[src/logic/scf_pkg.sv]
// Constants, field layouts and helpers for the serial channel setting block.
// Assumes one clock domain; pins are synchronised in the block.
package scf_pkg;

    localparam int CH_NUM = 2;
    localparam int ADDR_W = 20;
    localparam int PIN_W = 2 * CH_NUM;

    // Setting register addresses
    localparam logic [ADDR_W-1:0] ADDR_SET_CH0 = 20'hF0118;
    localparam logic [ADDR_W-1:0] ADDR_SET_CH1 = 20'hF011A;

    localparam logic [15:0] SET_RESET = 16'h0087;
    // Writable bits; channel 1 lacks the upper stop bit
    localparam logic [15:0] WMASK_CH0 = 16'hF7B3;
    localparam logic [15:0] WMASK_CH1 = 16'hF793;
    localparam logic [15:0] FIXED_ONES = 16'h0004;
    localparam logic [15:0] READ_NONE = 16'h0000;

    localparam logic [1:0] MODE_CLOCKED = 2'h0;
    localparam logic [1:0] MODE_ASYNC = 2'h1;
    localparam logic [1:0] MODE_TWOWIRE = 2'h2;

    localparam logic [1:0] PAR_NONE = 2'h0;
    localparam logic [1:0] PAR_ZERO = 2'h1;
    localparam logic [1:0] PAR_EVEN = 2'h2;
    localparam logic [1:0] PAR_ODD = 2'h3;

    localparam logic [1:0] STOP_NONE = 2'h0;
    localparam logic [1:0] STOP_ONE = 2'h1;
    localparam logic [1:0] STOP_TWO = 2'h2;
    localparam logic [1:0] STOP_BAD = 2'h3;

    localparam logic [1:0] LEN_9 = 2'h1;
    localparam logic [1:0] LEN_7 = 2'h2;
    localparam logic [1:0] LEN_8 = 2'h3;
    localparam logic [3:0] BITS_7 = 4'h7;
    localparam logic [3:0] BITS_8 = 4'h8;
    localparam logic [3:0] BITS_9 = 4'h9;
    localparam logic [3:0] BIT_STEP = 4'h1;
    localparam logic [8:0] WORD_ALL = 9'h1FF;

    localparam logic LINE_IDLE = 1'b1;
    localparam logic LINE_START = 1'b0;

    typedef struct packed {
        logic txEnable;
        logic rxEnable;
        logic dataPhase;
        logic clockPolarity;
        logic zeroB11;
        logic errIrqSelect;
        logic [1:0] parity;
        logic bitOrder;
        logic zeroB6;
        logic [1:0] stop;
        logic zeroB3;
        logic oneB2;
        logic [1:0] length;
    } scf_setting_s;

    typedef struct packed {
        logic running;
        logic modeHigh;
        logic modeLow;
        logic irqSource;
        logic bitTick;
        logic txLoad;
        logic [8:0] txData;
    } scf_chan_in_s;

    typedef struct packed {
        logic txd;
        logic [8:0] rxWord;
        logic rxDoneIrq;
        logic rxErrIrq;
        logic xferIrq;
        logic parityErr;
        logic frameErr;
        logic txBusy;
    } scf_chan_out_s;

    typedef enum logic [2:0] {ST_IDLE, ST_START, ST_DATA, ST_PARITY, ST_STOP, ST_DONE} scf_state_e;

    function automatic logic [3:0] lenBits(input logic [1:0] code);
        case (code)
            LEN_9: lenBits = BITS_9;
            LEN_7: lenBits = BITS_7;
            default: lenBits = BITS_8;
        endcase
    endfunction

    // Stop code equals its count; prohibited code acts as one
    function automatic logic [1:0] stopCount(input logic [1:0] code);
        stopCount = (code == STOP_BAD) ? STOP_ONE : code;
    endfunction

    // Bit order 0 sends the top bit of the word first
    function automatic logic [3:0] bitPos(input logic [3:0] idx, input logic [3:0] nbits, input logic lsbFirst);
        bitPos = lsbFirst ? idx : 4'(nbits - BIT_STEP - idx);
    endfunction

    function automatic logic parityBit(input logic [8:0] word, input logic [3:0] nbits, input logic [1:0] par);
        logic p;
        p = ^(word & ~(WORD_ALL << nbits));
        case (par)
            PAR_EVEN: parityBit = p;
            PAR_ODD: parityBit = ~p;
            default: parityBit = 1'b0;
        endcase
    endfunction

endpackage

[src/logic/scf_sync.sv]
// Two-stage synchroniser for the serial pins.
// Assumes pins are asynchronous to clk; only the second stage is read.
`timescale 1ns/1ps
module scf_sync (
    input wire logic clk,
    input wire logic rstLocal_b,
    input wire logic [scf_pkg::PIN_W-1:0] din,
    output logic [scf_pkg::PIN_W-1:0] dout
);
    import scf_pkg::*;

    logic [PIN_W-1:0] stage1;

    always_ff @(posedge clk or negedge rstLocal_b) begin
        if (!rstLocal_b) begin
            stage1 <= '1;
            dout <= '1;
        end else begin
            stage1 <= din;
            dout <= stage1;
        end
    end

endmodule

[src/logic/scf_top.sv]
// Setting registers and frame engines for two serial channels.
// Assumes word-wide writes and an external bit tick in async mode.
`timescale 1ns/1ps
// How it works
// - Both setting registers reset to 0087H.
// - Enable bits gate each direction.
// - Phase and polarity pick one of four clocked timings.
// - Error select steers errored words to the error interrupt.
// - Tx parity: none, zero, even or odd.
// - Rx parity: none, unchecked, even or odd checked.
// - Bit order picks which end goes first.
// - Stop field gives zero, one or two stops; two on channel 0.
// - Transfer-end interrupt follows the last stop bit.
// - Length field selects nine, seven or eight data bits.
// - Mode field picks clocked or async; two-wire mode holds both engines idle.
// - Source bit picks transfer-end or buffer-empty interrupt.
module scf_top (
    input wire logic clk,
    input wire logic rst_b,
    input wire logic [scf_pkg::ADDR_W-1:0] memAddr,
    input wire logic [15:0] memWdata,
    input wire logic memWrite,
    input wire logic memRead,
    output logic [15:0] memRdata,
    input wire scf_pkg::scf_chan_in_s [scf_pkg::CH_NUM-1:0] chanIn,
    input wire logic [scf_pkg::CH_NUM-1:0] serialClockPin,
    input wire logic [scf_pkg::CH_NUM-1:0] rxdPin,
    output scf_pkg::scf_chan_out_s [scf_pkg::CH_NUM-1:0] chanOut
);
    import scf_pkg::*;

    logic rstMeta;
    logic rstLocal_b;
    logic [PIN_W-1:0] pinSync;
    scf_setting_s setting [CH_NUM];

    always_ff @(posedge clk or negedge rst_b) begin
        if (!rst_b) begin
            rstMeta <= 1'b0;
            rstLocal_b <= 1'b0;
        end else begin
            rstMeta <= 1'b1;
            rstLocal_b <= rstMeta;
        end
    end

    scf_sync pinSyncer (
        .clk(clk),
        .rstLocal_b(rstLocal_b),
        .din({serialClockPin, rxdPin}),
        .dout(pinSync)
    );

    wire logic hitCh0 = memAddr == ADDR_SET_CH0;
    wire logic hitCh1 = memAddr == ADDR_SET_CH1;
    wire logic [15:0] readMux = hitCh0 ? setting[0] : (hitCh1 ? setting[1] : READ_NONE);

    always_ff @(posedge clk or negedge rstLocal_b) begin
        if (!rstLocal_b) begin
            memRdata <= READ_NONE;
        end else if (memRead) begin
            memRdata <= readMux;
        end
    end

    for (genvar ch = 0; ch < CH_NUM; ch++) begin : chan
        localparam logic [15:0] WMASK = (ch == 0) ? WMASK_CH0 : WMASK_CH1;
        wire logic [ADDR_W-1:0] myAddr = (ch == 0) ? ADDR_SET_CH0 : ADDR_SET_CH1;
        scf_chan_in_s in;
        assign in = chanIn[ch];

        wire logic setWrite = memWrite && (memAddr == myAddr) && !in.running;
        wire logic [15:0] setNext = (memWdata & WMASK) | FIXED_ONES;

        always_ff @(posedge clk or negedge rstLocal_b) begin
            if (!rstLocal_b) begin
                setting[ch] <= SET_RESET;
            end else if (setWrite) begin
                setting[ch] <= setNext;
            end
        end

        scf_setting_s cfg;
        assign cfg = setting[ch];
        wire logic [1:0] mode = {in.modeHigh, in.modeLow};
        wire logic isAsync = mode == MODE_ASYNC;
        wire logic isClocked = mode == MODE_CLOCKED;
        wire logic txOn = in.running && cfg.txEnable && (isAsync || isClocked);
        wire logic rxOn = in.running && cfg.rxEnable && (isAsync || isClocked);
        wire logic tick = isAsync && in.bitTick;
        wire logic [3:0] nbits = lenBits(cfg.length);
        wire logic lsbFirst = cfg.bitOrder;
        wire logic [1:0] stops = stopCount(cfg.stop);

        wire logic sckNow = pinSync[CH_NUM + ch];
        wire logic rxdNow = pinSync[ch];
        logic sckPrev;
        logic rxdPrev;
        always_ff @(posedge clk or negedge rstLocal_b) begin
            if (!rstLocal_b) begin
                sckPrev <= 1'b1;
                rxdPrev <= 1'b1;
            end else begin
                sckPrev <= sckNow;
                rxdPrev <= rxdNow;
            end
        end

        wire logic sckRise = sckNow && !sckPrev;
        wire logic sckFall = !sckNow && sckPrev;
        wire logic leadEdge = cfg.clockPolarity ? sckFall : sckRise;
        wire logic trailEdge = cfg.clockPolarity ? sckRise : sckFall;
        wire logic shiftEv = isClocked && (cfg.dataPhase ? leadEdge : trailEdge);
        wire logic sampleEv = isClocked && (cfg.dataPhase ? trailEdge : leadEdge);

        // Transmit side
        scf_state_e txState;
        logic [8:0] txWord;
        logic [3:0] txPtr;
        logic [3:0] txSamp;
        logic [1:0] txStops;
        logic txd;
        logic xferIrq;
        wire logic txNextBit = txWord[bitPos(txPtr, nbits, lsbFirst)];
        wire logic txFirstBit = in.txData[bitPos('0, nbits, lsbFirst)];
        wire logic txParity = parityBit(txWord, nbits, cfg.parity);

        always_ff @(posedge clk or negedge rstLocal_b) begin
            if (!rstLocal_b) begin
                txState <= ST_IDLE;
                txWord <= '0;
                txPtr <= '0;
                txSamp <= '0;
                txStops <= '0;
                txd <= LINE_IDLE;
                xferIrq <= 1'b0;
            end else if (!txOn) begin
                txState <= ST_IDLE;
                txd <= LINE_IDLE;
                xferIrq <= 1'b0;
            end else begin
                xferIrq <= 1'b0;
                case (txState)
                    ST_IDLE: begin
                        if (in.txLoad) begin
                            txWord <= in.txData;
                            txPtr <= '0;
                            txSamp <= '0;
                            xferIrq <= in.irqSource;
                            if (isAsync) begin
                                txState <= ST_START;
                                txd <= LINE_START;
                            end else begin
                                txState <= ST_DATA;
                                if (!cfg.dataPhase) begin
                                    txd <= txFirstBit;
                                    txPtr <= BIT_STEP;
                                end
                            end
                        end
                    end
                    ST_START: begin
                        if (tick) begin
                            txd <= txWord[bitPos('0, nbits, lsbFirst)];
                            txPtr <= BIT_STEP;
                            txState <= ST_DATA;
                        end
                    end
                    ST_DATA: begin
                        if (isClocked) begin
                            if (shiftEv && txPtr < nbits) begin
                                txd <= txNextBit;
                                txPtr <= txPtr + BIT_STEP;
                            end
                            if (sampleEv) begin
                                txSamp <= txSamp + BIT_STEP;
                                if (txSamp == nbits - BIT_STEP) begin
                                    txState <= ST_DONE;
                                end
                            end
                        end else if (tick) begin
                            if (txPtr < nbits) begin
                                txd <= txNextBit;
                                txPtr <= txPtr + BIT_STEP;
                            end else if (cfg.parity != PAR_NONE) begin
                                txd <= txParity;
                                txState <= ST_PARITY;
                            end else if (stops != STOP_NONE) begin
                                txd <= LINE_IDLE;
                                txStops <= stops;
                                txState <= ST_STOP;
                            end else begin
                                txState <= ST_DONE;
                            end
                        end
                    end
                    ST_PARITY: begin
                        if (tick) begin
                            txd <= LINE_IDLE;
                            txStops <= stops;
                            txState <= (stops != STOP_NONE) ? ST_STOP : ST_DONE;
                        end
                    end
                    ST_STOP: begin
                        if (tick) begin
                            txStops <= txStops - STOP_ONE;
                            if (txStops == STOP_ONE) begin
                                txState <= ST_DONE;
                            end
                        end
                    end
                    ST_DONE: begin
                        txd <= LINE_IDLE;
                        xferIrq <= !in.irqSource;
                        txState <= ST_IDLE;
                    end
                    default: txState <= ST_IDLE;
                endcase
            end
        end

        // Receive side
        scf_state_e rxState;
        logic [8:0] rxAcc;
        logic [3:0] rxCnt;
        logic rxPerr;
        logic rxFerr;
        logic [8:0] rxWord;
        logic rxDoneIrq;
        logic rxErrIrq;
        logic parityErr;
        logic frameErr;
        wire logic [8:0] rxAccNext = rxAcc | (9'(rxdNow) << bitPos(rxCnt, nbits, lsbFirst));
        wire logic rxLast = rxCnt == nbits - BIT_STEP;
        wire logic rxEv = isAsync ? tick : sampleEv;
        wire logic rxParityBad = (cfg.parity == PAR_EVEN || cfg.parity == PAR_ODD)
            && (rxdNow != parityBit(rxAcc, nbits, cfg.parity));
        wire logic rxErr = rxPerr || rxFerr;

        always_ff @(posedge clk or negedge rstLocal_b) begin
            if (!rstLocal_b) begin
                rxState <= ST_IDLE;
                rxAcc <= '0;
                rxCnt <= '0;
                rxPerr <= 1'b0;
                rxFerr <= 1'b0;
                rxWord <= '0;
                rxDoneIrq <= 1'b0;
                rxErrIrq <= 1'b0;
                parityErr <= 1'b0;
                frameErr <= 1'b0;
            end else if (!rxOn) begin
                rxState <= ST_IDLE;
                rxDoneIrq <= 1'b0;
                rxErrIrq <= 1'b0;
                parityErr <= 1'b0;
                frameErr <= 1'b0;
            end else begin
                rxDoneIrq <= 1'b0;
                rxErrIrq <= 1'b0;
                parityErr <= 1'b0;
                frameErr <= 1'b0;
                case (rxState)
                    ST_IDLE: begin
                        rxAcc <= '0;
                        rxCnt <= '0;
                        rxPerr <= 1'b0;
                        rxFerr <= 1'b0;
                        if ((isAsync && rxdPrev && !rxdNow) || sampleEv) begin
                            rxState <= isAsync ? ST_START : ST_DATA;
                        end
                    end
                    ST_START: begin
                        if (tick) begin
                            rxState <= (rxdNow == LINE_START) ? ST_DATA : ST_IDLE;
                        end
                    end
                    ST_DATA: begin
                        if (rxEv || (isClocked && rxCnt == '0)) begin
                            rxAcc <= rxAccNext;
                            rxCnt <= rxCnt + BIT_STEP;
                            if (rxLast) begin
                                if (isClocked) begin
                                    rxState <= ST_DONE;
                                end else if (cfg.parity != PAR_NONE) begin
                                    rxState <= ST_PARITY;
                                end else begin
                                    rxState <= (cfg.stop != STOP_NONE) ? ST_STOP : ST_DONE;
                                end
                            end
                        end
                    end
                    ST_PARITY: begin
                        if (tick) begin
                            rxPerr <= rxParityBad;
                            rxState <= (cfg.stop != STOP_NONE) ? ST_STOP : ST_DONE;
                        end
                    end
                    ST_STOP: begin
                        if (tick) begin
                            rxFerr <= rxdNow != LINE_IDLE;
                            rxState <= ST_DONE;
                        end
                    end
                    ST_DONE: begin
                        rxWord <= rxAcc;
                        parityErr <= rxPerr;
                        frameErr <= rxFerr;
                        rxErrIrq <= rxErr && cfg.errIrqSelect;
                        rxDoneIrq <= !(rxErr && cfg.errIrqSelect);
                        rxState <= ST_IDLE;
                    end
                    default: rxState <= ST_IDLE;
                endcase
            end
        end

        assign chanOut[ch] = {txd, rxWord, rxDoneIrq, rxErrIrq, xferIrq, parityErr, frameErr,
            txState != ST_IDLE};
    end

endmodule

[config.mk]
export PLATFORM = sky130hd
export DESIGN_NAME = scf_top
export DESIGN_NICKNAME = d
export VERILOG_FILES = /design/src/logic/scf_pkg.sv /design/src/logic/scf_sync.sv /design/src/logic/scf_top.sv
export SDC_FILE = /design/constraint.sdc
export NUM_CORES = 1
export LEC_CHECK = 0
export BUFFER_PORTS_ARGS = -buffer_cell sky130_fd_sc_hd__buf_4
export CORE_MARGIN = 2
export CORE_UTILIZATION = 46
export CTS_CLUSTER_SIZE = 24
export DETAILED_ROUTE_END_ITERATION = 8
export PLACE_DENSITY = 0.68
export REMOVE_ABC_BUFFERS = 1
export SETUP_SLACK_MARGIN = 0.5
export SLEW_MARGIN = 5
export SYNTH_ARGS = -nofsm -noshare
export SYNTH_HDL_FRONTEND = slang
export SYNTH_SLANG_ARGS = --single-unit
[constraint.sdc]
create_clock -name clk -period 4.8 [get_ports clk]
set_clock_uncertainty 0.05 [all_clocks]
set_input_delay 0.24 -clock clk [delete_from_list [all_inputs] [get_ports clk]]
set_output_delay 0.24 -clock clk [all_outputs]
set_load 0.05 [all_outputs]
### After elaboration in Yosys (flattened, before gate mapping)

Index checks and enable logic that the tools add are counted.

* bits in registers: 163
* output and inout bits: 48

* add/sub/neg operators: 14
* magnitude comparators: 6
* equal/unequal tests: 113
* shift operators: 4
* muxes and demuxes: 194
* bitwise gates (word level): 14
* reductions and logical operators: 108

Operators by type and width (count)
* $mux W3: 40
* $mux W4: 26
* $ne A3 B3 Y1 const B: 28
* $mux W1: 71
* $pmux W3 S5: 4
* $ne A2 B2 Y1 const B: 28
* $ne A4 B4 Y1 const B: 12
* $pmux W4 S2: 6
* $eq A20 B20 Y1 const B: 2
* $mux W2: 19
* $and A9 B9 Y9: 4
* $pmux W9 S2: 2
* $reduce_and A9 Y1: 4
* $reduce_xor A9 Y1: 4
* $logic_and A1 B1 Y1: 34
* $mux W16: 2
* $add A4 B1 Y4 const B: 6
* $bmux W1 S4: 6
* $eq A3 B2 Y1 const B: 8
* $eq A3 B3 Y1 const B: 8
* $pmux W4 S3: 2
* $reduce_and A3 Y1: 8
* $reduce_bool A2 Y1: 12
* $lt A4 B5 Y1 const B: 4
* other kinds (31): 113

### Logic depth before layout (Yosys ltp)

Gate-level depths: netlist (run 1).

* depth in word-level cells: 14
* gate-level depth with buffers: 13
* gate-level depth less buffers: 12

### Modules after synthesis

From an unflattened synthesis (run 1), not the netlist that was laid out.

* cells, all modules: 987
* area total of the unflattened synthesis: 9671.8 sq um

By module, submodules not included
* scf_top: instances 1, cells an instance 979, area an instance 9461.6 sq um, seq. area each 3818.7 sq um
* scf_sync: instances 1, cells an instance 8, area an instance 210.2 sq um, seq. area each 210.2 sq um

### Least setup slack after synthesis (run 1)

No wires, ideal clock.

* kind: reg2reg
* start point: register setting (netlist bit chan[0].cfg[0])
* end point: register chan[0].txd
* setup time: 95 ps
* data arrival time: 3030 ps
* path slack: 1625 ps
* cell stages (with the launch flop): 12
* cell sequence: dfstp_2 > inv_1 > ha_1 > clkbuf_1 > inv_1 > ha_1 > fa_1 > mux2i_1 > mux4_2 > nand2_1 > a31o_2 > a32oi_1

* longest elaborated chain between the ends: 14

Ends and longest elaborated chain
* start, declared: line scf_top.sv:35 `scf_setting_s setting [CH_NUM];`
* start signal, assigned by index: line scf_top.sv:79 `setting[ch] <= setNext;`
* $eq A2 B2 Y1 / $eq A2 B1 Y1 (equally long branches): line scf_pkg.sv:86 `case (code)`
* $pmux W4 S2 *: line scf_pkg.sv:86
* parallel branches: the longest is 12 deep, another holds $sub A4 B1 Y4
* end signal, assigned: line scf_top.sv:172 `txd <= txNextBit;`
* end signal, assigned: line scf_top.sv:183 `txd <= txNextBit;`
* end signal, assigned: line scf_top.sv:186 `txd <= txParity;`
* end, declared: line scf_top.sv:122 `logic txd;`

Every way passes the cells marked *. The select of a mux whose other input is x is not followed.
A chain may end at the register's enable or synchronous reset.

### Worst setup path after layout (run 1)

* start point: register setting (netlist bit chan[1].cfg[0])
* end point: register chan[1].txStops[0]

* longest elaborated chain between the ends: 5

Ends and longest elaborated chain
* $eq A2 B2 Y1 / $eq A2 B1 Y1 (equally long branches): line scf_pkg.sv:86
* $pmux W4 S2 *: line scf_pkg.sv:86
* $lt A4 B4 Y1 *: line scf_top.sv:182 `if (txPtr < nbits) begin`
* $ne A2 B2 Y1 (no line) *
* $reduce_and A9 Y1 (no line) *
* end signal, assigned: line scf_top.sv:190 `txStops <= stops;`
* end signal, assigned: line scf_top.sv:200 `txStops <= stops;`
* end signal, assigned: line scf_top.sv:206 `txStops <= txStops - STOP_ONE;`
* end, declared: line scf_top.sv:121 `logic [1:0] txStops;`

Every way passes the cells marked *; elsewhere a longest branch is shown, timed or not.

==> impl_metrics.ini, run 1 <==
[run_status]
status = complete, no violations

[yosys]
synthCells = 1017
synth_top_area_cell = dfrtp_1
synth.avg_cell_area_um2 = 9.45
ys_warn_count = 0
synthesis.area_um2 = 9610
synth_common_cells = dfrtp_1 (140), nand2_1 (105), nor2_1 (82)
synthTopCellsByArea = dfrtp_1 (36%), mux2_2 (6.1%), dfstp_2 (5.5%)
synth.distinct_cells = 72
async_reset_ff_share_pct = 100
synth-main-ff-cell = dfrtp_1
synth_top_area_share_pct = 36.5
ys_seq_elements = 160
seq_area_frac_synth_pct = 41.9
yosysMostFrequentCell = dfrtp_1
synth_edf_count = 0

[timing]
worst_slack_ps = 1210
period_minus_slack_ps = 3590
worst_pin_slew_ps = 887
slew_headroom_pct = 39.3
grt_setup_unrepaired = false
hold_viol = 0
max_freq_mhz = 278
hold_slack_ps = 2.30
fin_setup_tns_ps = 0
slew_violations = 0
fin_crit_sh_pct = 74.8
setup_violations = 0

[setup_path]
crit_arrival_ps = 3860
worst-path-max-fanout = 8
required_ps = 5070
end_kind = flop
critPathLaunchType = flop
worstSetupPathType = reg -> reg

[global_routing]
grt_util_met3_pct = 4.05
use_met2_pct = 34.0
use_met1_pct = 32.9
antenna_found_initial = 0
grt_pass1_wl_mm = 39.6
grt_pass1_vias = 7609
grt_overflow_total = 0
grtUsageTotal_pct = 22.5
grt_max_degree = 159
busiest_layer = met2

[floorplanning]
die_area_um2 = 22100
die_w_um = 149
initial_core_util_pct = 47.2
core_um2 = 20400
die_h_um = 149
num_rows = 52
io-pin-count = 122

[cts]
clock_latency_ps = 430
cts_root_buffer = clkbuf_16
cts_tree = built
clockBufferDepth = 2
path_clk_slew_ps = 60
h-tree-depth = 4
clock-sinks = 160
cts_buffers = 17

[drt]
dr.first_iter.drc_count = 585
drc = 0
wl_per_cell_um = 17.2
vias_per_cell = 5.66
drt_wl_total_mm = 24.1
ant_nets = 0
vias = 7923
dr.pass1.iters = 5

[placed_design]
post-dp-hpwl_mm = 17.4
io_buffers = 114
dp.cells = 1349
place_ws_ps = 1290
globalplace.congestion = 0.872

[layout]
insertedDiodeCount = 0
layout.cells.non_filler = 1399
final_nets = 1230
n_fill_cell = 1809
area_delta_synth_final_pct = 18.4
seq_area_um2 = 4030
drive_gt1_share_pct = 20.6
multi_input_area_um2 = 5130

[min_path]
hp-class = in -> reg

[power]
p_per_area_nw_per_um2 = 262
peakVddDrop_mv = 0.260
p_leak_uw = 0.00521

[job]
drv_cap = 0
sequential cells by signal (all words and copies together) (netlist names), 4 cells and up:
signal,count
chan.cfg,21
chan.rxAcc,18
chan.rxWord,18
chan.txWord,18
memRdata,13
chan.rxCnt,8
chan.txPtr,8
chan.txSamp,8
chan.rxState,6
chan.txState,6
chan.txStops,4
pinSyncer.dout,4
pinSyncer.stage1,4
path summary, 6_finish.rpt:
kind,startpoint,endpoint,slack (ps),depth (start not counted)
setup reg to reg,chan[1].cfg[0],chan[1].txStops[0],1210,11
hold reg to reg,rstMeta,rstLocal_b,310,0
setup / recovery,chan[1].cfg[0],chan[1].txStops[0],1210,11
max in group asynchronous,rstLocal_b,chan[0].rxCnt[0],3670,1
hold / removal,memWdata[0],chan[0].cfg[0],2,3
min in group asynchronous,rst_b,rstLocal_b,70,2
per-stage QoR:
stage | area (um^2) | utilization, % | power (uW)
after floorplan | 9330 | - | 1480
after CTS | 11400 | 55.9 | 3000
after global routing | 11400 | 55.9 | 3080
after detailed placement | 10600 | 52.0 | 1580
final | 11400 | 55.9 | 2980
after global placement | 10600 | 52.0 | 1580
kinds of logic (layout without fill, tap and decap cells):
group	count (synthesis)	in the layout	share of synthesized area, %
other	2	4	0.0782
and+or+nand+nor	342	342	17.3
muxes	79	79	9.04
DFF	160	160	41.9
xor gates and xnor gates	60	60	5.76
AOI/OAI and AO/OA	227	227	15.5
adders and majority gates	40	40	5.52
buffers and inverters	107	217	4.86
worst max-delay path, cell delays in order (launching register included):
cell and delay (ps):
dfstp_2 580, inv_1 50, ha_1 520, inv_1 220, ha_1 230, nor2b_1 130
o21a_1 120, o21ai_0 150, nand2_1 120, a31oi_1 80, a2111oi_0 800, mux2_2 410
power by group:
group          switching [uW]  internal (uW)
Clock                     574            837
Combinational             113           78.6
Sequential               9.17           1370
Total                     696           2280
area by class of cell:
cell class / instances / share of cell area (%)
multi-input combinational: 752 / 45.1
sequential: 160 / 35.5
clock buffer: 20 / 3.93
timing repair buffer: 137 / 9.55
tap: 270 / 2.97
inverter: 48 / 1.58
clock inverter: 12 / 1.39
metal layers:
metal | share of wire, % | vias up
met3 | 5.8 | 31
met2 | 45 | 250
met4 | 1.6 | 0
met5 | 0 | -
met1 | 48 | 3831
li1 | - | 3811
cells in the final DEF (no fill, tap or decap), types with 4 or more instances in the layout:
| master | synthesis | final |
|---|---|---|
| dfrtp_1 | 140 | 139 |
| o31ai_1 | 6 | 6 |
| nand3_1 | 28 | 28 |
| o21a_1 | 14 | 14 |
| o32ai_1 | 5 | 5 |
| ha_1 | 36 | 36 |
| dlygate4sd3_1 | 0 | 18 |
| a21oi_1 | 47 | 47 |
| nor4_1 | 14 | 14 |
| nor2_1 | 82 | 82 |
| o21ai_0 | 62 | 62 |
| a211oi_1 | 4 | 4 |
| dfstp_2 | 20 | 20 |
| a2bb2oi_1 | 4 | 4 |
| nor2b_1 | 18 | 18 |
| a22oi_1 | 13 | 13 |
| conb_1 | 2 | 4 |
| xor2_1 | 24 | 24 |
| inv_1 | 48 | 48 |
| o22ai_1 | 5 | 5 |
| or3_1 | 10 | 10 |
| buf_4 | 15 | 118 |
| a211o_1 | 6 | 6 |
| and2_1 | 10 | 10 |
| a221oi_1 | 4 | 4 |
| mux2_2 | 52 | 52 |
| nor3_1 | 22 | 22 |
| a41oi_1 | 7 | 7 |
| nand2_1 | 105 | 105 |
| nand4_1 | 8 | 8 |
| clkbuf_16 | 0 | 17 |
| xnor2_1 | 34 | 34 |
| fa_1 | 4 | 4 |
| mux2i_1 | 26 | 26 |
| or4_1 | 4 | 4 |
| nand2b_1 | 17 | 17 |
| a31oi_1 | 15 | 15 |
| a22o_1 | 6 | 6 |
repair_timing:
item,CTS,global route
hold buffers,18,0
resized for setup,0,0
setup buffers,0,0
endpoints found under the hold margin,19,0
Power figures use the tool's default switching activity.
==> run 2: changes to the inputs <==
ABC_AREA = 1   (was unset)
clock period = 3.07 ns   (was 4.8 ns; I/O delays follow)
==> impl_metrics.ini, run 2 <==
[setup_path]
critPathLaunchType = flop
end_kind = flop
crit_arrival_ps = 2940
worstSetupPathType = reg -> reg
required_ps = 3390
worst-path-max-fanout = 4

[global_routing]
grt_pass1_wl_mm = 43.4
grt_max_degree = 85
grt_overflow_total = 0
grtUsageTotal_pct = 24.3
antenna_found_initial = 0
grt_pass1_vias = 8950

[layout]
drive_gt1_share_pct = 19.6
layout.cells.non_filler = 1751
n_fill_cell = 1907
final_cell_mix = nand2_1 (283), inv_1 (188), buf_4 (154)
final_common_cell = nand2_1
design_area_um2 = 12400
final_nets = 1577
insertedDiodeCount = 0
largest_register_ff_count = 21
area_delta_synth_final_pct = 27.0
seq_area_um2 = 4030
multi_input_area_um2 = 5040

[yosys]
synth.distinct_cells = 50
async_reset_ff_share_pct = 100
synthesis.area_um2 = 9800
synth_edf_count = 0
synthCells = 1283
ys_seq_elements = 160
ys_warn_count = 0
synth_top_area_share_pct = 35.8
yosysMostFrequentCell = nand2_1
synth_common_cells = nand2_1 (287), inv_1 (198), dfrtp_1 (140)
seq_area_frac_synth_pct = 41.1
synthTopCellsByArea = dfrtp_1 (36%), nand2_1 (11%), inv_1 (7.6%)
synth_top_area_cell = dfrtp_1
synth.avg_cell_area_um2 = 7.64
synth-main-ff-cell = dfrtp_1

[timing]
fin_crit_sh_pct = 85.3
hold_viol = 0
slew_violations = 0
worst_pin_slew_ps = 556
fin_setup_tns_ps = 0
setup_violations = 0
slew_headroom_pct = 62.9
grt_setup_unrepaired = true
max_freq_mhz = 382
period_minus_slack_ps = 2620

[floorplanning]
die_area_um2 = 22500
core_um2 = 21000
initial_core_util_pct = 46.8
die_h_um = 150
die_w_um = 150
io-pin-count = 122
num_rows = 53

[power]
p_per_area_nw_per_um2 = 387
p_leak_uw = 0.00610
total_power_uw = 4820
peakVddDrop_mv = 0.305

[placed_design]
post-dp-hpwl_mm = 19.3
globalplace.congestion = 0.920
dp.cells = 1653
place_area_um2 = 10900
io_buffers = 114

[cts]
path_clk_slew_ps = 70
cts_tree = built
clock-sinks = 160
cts_root_buffer = clkbuf_16
h-tree-depth = 4
clockBufferDepth = 2
cts_buffers = 17
clock_latency_ps = 430

[job]
drv_cap = 0

[drt]
dr.pass1.iters = 5
vias_per_cell = 5.21
drt_wl_total_mm = 26.6
wl_per_cell_um = 15.2
drc = 0
dr.first_iter.drc_count = 719
vias = 9121
ant_nets = 0

[run_status]
status = complete, no violations

[min_path]
hp-class = in -> reg
[run 2: final timing paths]
kind | cells past startpoint | slack [ps] | endpoint | start
max in group asynchronous | 1 | 1960 | chan[0].cfg[1] | rstLocal_b
setup / recovery | 18 | 450 | chan[1].txd | chan[1].cfg[0]
hold / removal | 4 | 70 | chan[1].rxState[2] | chanIn[28]
hold reg to reg | 0 | 210 | chan[1].rxWord[6] | rstLocal_b
min in group asynchronous | 0 | 210 | chan[1].rxWord[6] | rstLocal_b
setup reg to reg | 18 | 450 | chan[1].txd | chan[1].cfg[0]
[run 2: stage by stage]
step | setup WS (ps) | hold WS (ps) | utilization (%)
3_3_place_gp | 198 | -113 | 52.1
2_1_floorplan | -1730 | -192 | -
5_1_grt | 267 | 88.5 | 59.4
3_5_place_dp | 152 | -114 | 52.1
6_report | 451 | 66.5 | 59.4
4_1_cts | 478 | 62.9 | 58.2
[run 2: layer usage]
metal  vias to the layer above  GRT usage (%)  wire length (um)
li1                       4550              -                 -
met5                         -              0                 0
met4                         0           8.54               594
met1                      4283           30.0             11300
met2                       244           42.8             13500
met3                        44           3.96              1240
[run 2: cell families (layout without fill, tap and decap cells)]
group | after synthesis | after routing | share of synthesized area (%)
AND/OR/NAND/NOR | 546 | 546 | 24.4
AO/OA/AOI/OAI | 247 | 247 | 14.7
buffers and inverters | 242 | 433 | 10.1
flip-flops | 160 | 160 | 41.1
XOR/XNOR | 41 | 41 | 3.66
adder cells (fa/ha/maj) | 40 | 40 | 5.41
multiplexers | 5 | 5 | 0.575
other | 2 | 4 | 0.0766
[run 2: power breakdown]
group / switching, uW / internal [uW] / total [uW]
logic: 197 / 150 / 347
registers: 26.6 / 2140 / 2170
clock network: 935 / 1370 / 2300
total: 1160 / 3660 / 4820
[run 2: area by class of cell]
class,instances,share of cell area (%)
Clock buffer,20,3.75
Sequential cell,160,32.4
Tap cell,275,2.76
Clock inverter,12,1.38
Multi-Input combinational cell,883,40.5
Inverter,203,6.26
Timing Repair Buffer,198,12.9
[run 2: what timing repair did]
action	4_1_cts	5_1_grt
hold endpoints to repair	48	0
hold buffers	39	0
pin swaps	11	20
setup buffers	20	7
setup endpoints to repair	30	34
gates resized for setup	28	44
[run 2: critical path: stages (launching register included)]
cell and delay [ps]:
dfstp_2 550, inv_2 70, ha_4 300, inv_6 50
ha_4 150, fa_1 470, o21ai_2 190, buf_4 150
nand2_1 50, nand2_1 60, nand2_1 40, nand2_1 50
nand2_1 50, nand3_1 60, nand2_1 50, nand2_1 70
nand3_2 60, nand2_1 60, inv_1 40
==> run 3: changes to the inputs <==
CORE_UTILIZATION = 40   (was 46)
CTS_CLUSTER_SIZE = 25   (was 24)
PLACE_DENSITY = unset   (was 0.68)
==> impl_metrics.ini, run 3 (synthesis results as in run 2) <==
[run_status]
status = complete, no violations

[timing]
fin_setup_tns_ps = 0
setup_violations = 0
slew_headroom_pct = 50.6
worst_slack_ps = 422
period_minus_slack_ps = 2650
grt_setup_unrepaired = true
worst_pin_slew_ps = 741
slew_violations = 0
max_freq_mhz = 378
hold_viol = 0
fin_crit_sh_pct = 86.3

[min_path]
hp-class = in -> reg

[power]
p_leak_uw = 0.00597
total_power_uw = 4660
peakVddDrop_mv = 0.332
p_per_area_nw_per_um2 = 381

[setup_path]
cp_slowest_cell = dfstp_2
crit_arrival_ps = 2970
required_ps = 3390
worst-path-max-fanout = 4
end_kind = flop
crit_top_cell = nand2_1
path_cells = inv_2 -> ha_4 -> inv_4 -> ha_4 -> fa_1 -> o21ai_2 -> inv_1 -> nand3_1 -> nand2_1 -> nand2_1 -> nand2_1 -> nand2_1 -> nand2_1 -> a21oi_2 -> nand2_1 -> nand3_1 -> nand2_1 -> inv_1
critPathLaunchType = flop
worstSetupPathType = reg -> reg
slowest_delay_ps = 540

[layout]
final_nets = 1558
area_delta_synth_final_pct = 24.6
final_cell_mix = nand2_1 (283), inv_1 (185), buf_4 (140)
largest_register_ff_count = 21
final_common_cell = nand2_1
drive_gt1_share_pct = 18.1
insertedDiodeCount = 0
final_util_pct = 50.5

[placed_design]
globalplace.congestion = 0.925
io_buffers = 114
place_ws_ps = 104
post-dp-hpwl_mm = 19.8

[floorplanning]
io-pin-count = 122
initial_core_util_pct = 40.5
die_h_um = 161
die_w_um = 161
num_rows = 57
core_um2 = 24200
die_area_um2 = 25800

[cts]
h-tree-depth = 4
clockBufferDepth = 2
clock_latency_ps = 430
path_clk_slew_ps = 70
cts_buffers = 17
cts_tree = built
clock-sinks = 160
cts_root_buffer = clkbuf_16

[global_routing]
grtUsageTotal_pct = 20.7
grt_overflow_total = 0
grt_pass1_vias = 8593
grt_pass1_wl_mm = 42.9
grt_max_degree = 51
antenna_found_initial = 0

[drt]
ant_nets = 0
drc = 0
dr.pass1.iters = 5
wl_per_cell_um = 14.7
drt_wl_total_mm = 26.3
vias = 8863
dr.first_iter.drc_count = 474
vias_per_cell = 4.98

[job]
drv_cap = 0
## run 3: changes by cell type in the layout (fill, tap and decap cells not counted), moves of 4 or more
cell   before  now
buf_6       4    0
inv_2       9   14
buf_4     154  140
ha_4       10    6
## run 3: critical path, delay by kind of cell (launching register included)
kind            cells  cell delay (ps)
flops               1              540
fa+ha+maj           3              890
simple gates        9              510
compound gates      2              320
buf+inv             4              250
## run 3: stage by stage
step / hold WS, ps / instance area, um^2 / cells
3_5_place_dp: -112 / 11000 / 1703
6_report: 26.6 / 12200 / 1781
4_1_cts: 9.09 / 12100 / 1777
3_3_place_gp: -113 / 11000 / 1703
5_1_grt: 13.3 / 12200 / 1781
2_1_floorplan: -192 / 9580 / 1246
## run 3: power breakdown
part           switching [uW]  internal, uW  total, uW
registers                31.6          2140       2170
clock network             934          1210       2150
logic                     189           150        339
## run 3: worst paths after layout
path	from	endpoint	slack, ps	cells after the start
worst max-delay path	chan[0].cfg[0]	chan[0].txd	420	18
min in group asynchronous	rstLocal_b	chan[0].txWord[0]	350	0
worst min register to register	rstMeta	rstLocal_b	300	0
max in group asynchronous	rstLocal_b	pinSyncer.stage1[0]	1800	1
worst max register to register	chan[0].cfg[0]	chan[0].txd	420	18
worst min-delay path	chanIn[9]	chan[0].xferIrq	30	3
## run 3: cell type report
cell class                      count  area, um^2
Inverter                          203         769
Fill cell                        2423       12000
Clock buffer                       18         429
Multi-Input combinational cell    883        4950
Sequential cell                   160        4030
Timing Repair Buffer              179        1460
Clock inverter                     14         158
Tap cell                          324         405
## run 3: routing by layer
| metal | up-vias | track usage (%) | wire length, um |
|---|---|---|---|
| met5 | - | 0 | 0 |
| met4 | 0 | 5.24 | 367 |
| li1 | 4501 | - | - |
| met1 | 4162 | 26.5 | 11500 |
| met2 | 178 | 36.6 | 13400 |
| met3 | 22 | 3.25 | 959 |
## run 3: repair_timing
item | in CTS | in global routing
gates resized for setup | 26 | 29
endpoints found under the setup margin | 29 | 27
setup buffers | 5 | 4
hold buffers | 37 | 0
pin swaps | 10 | 15
hold endpoints to repair | 46 | 0
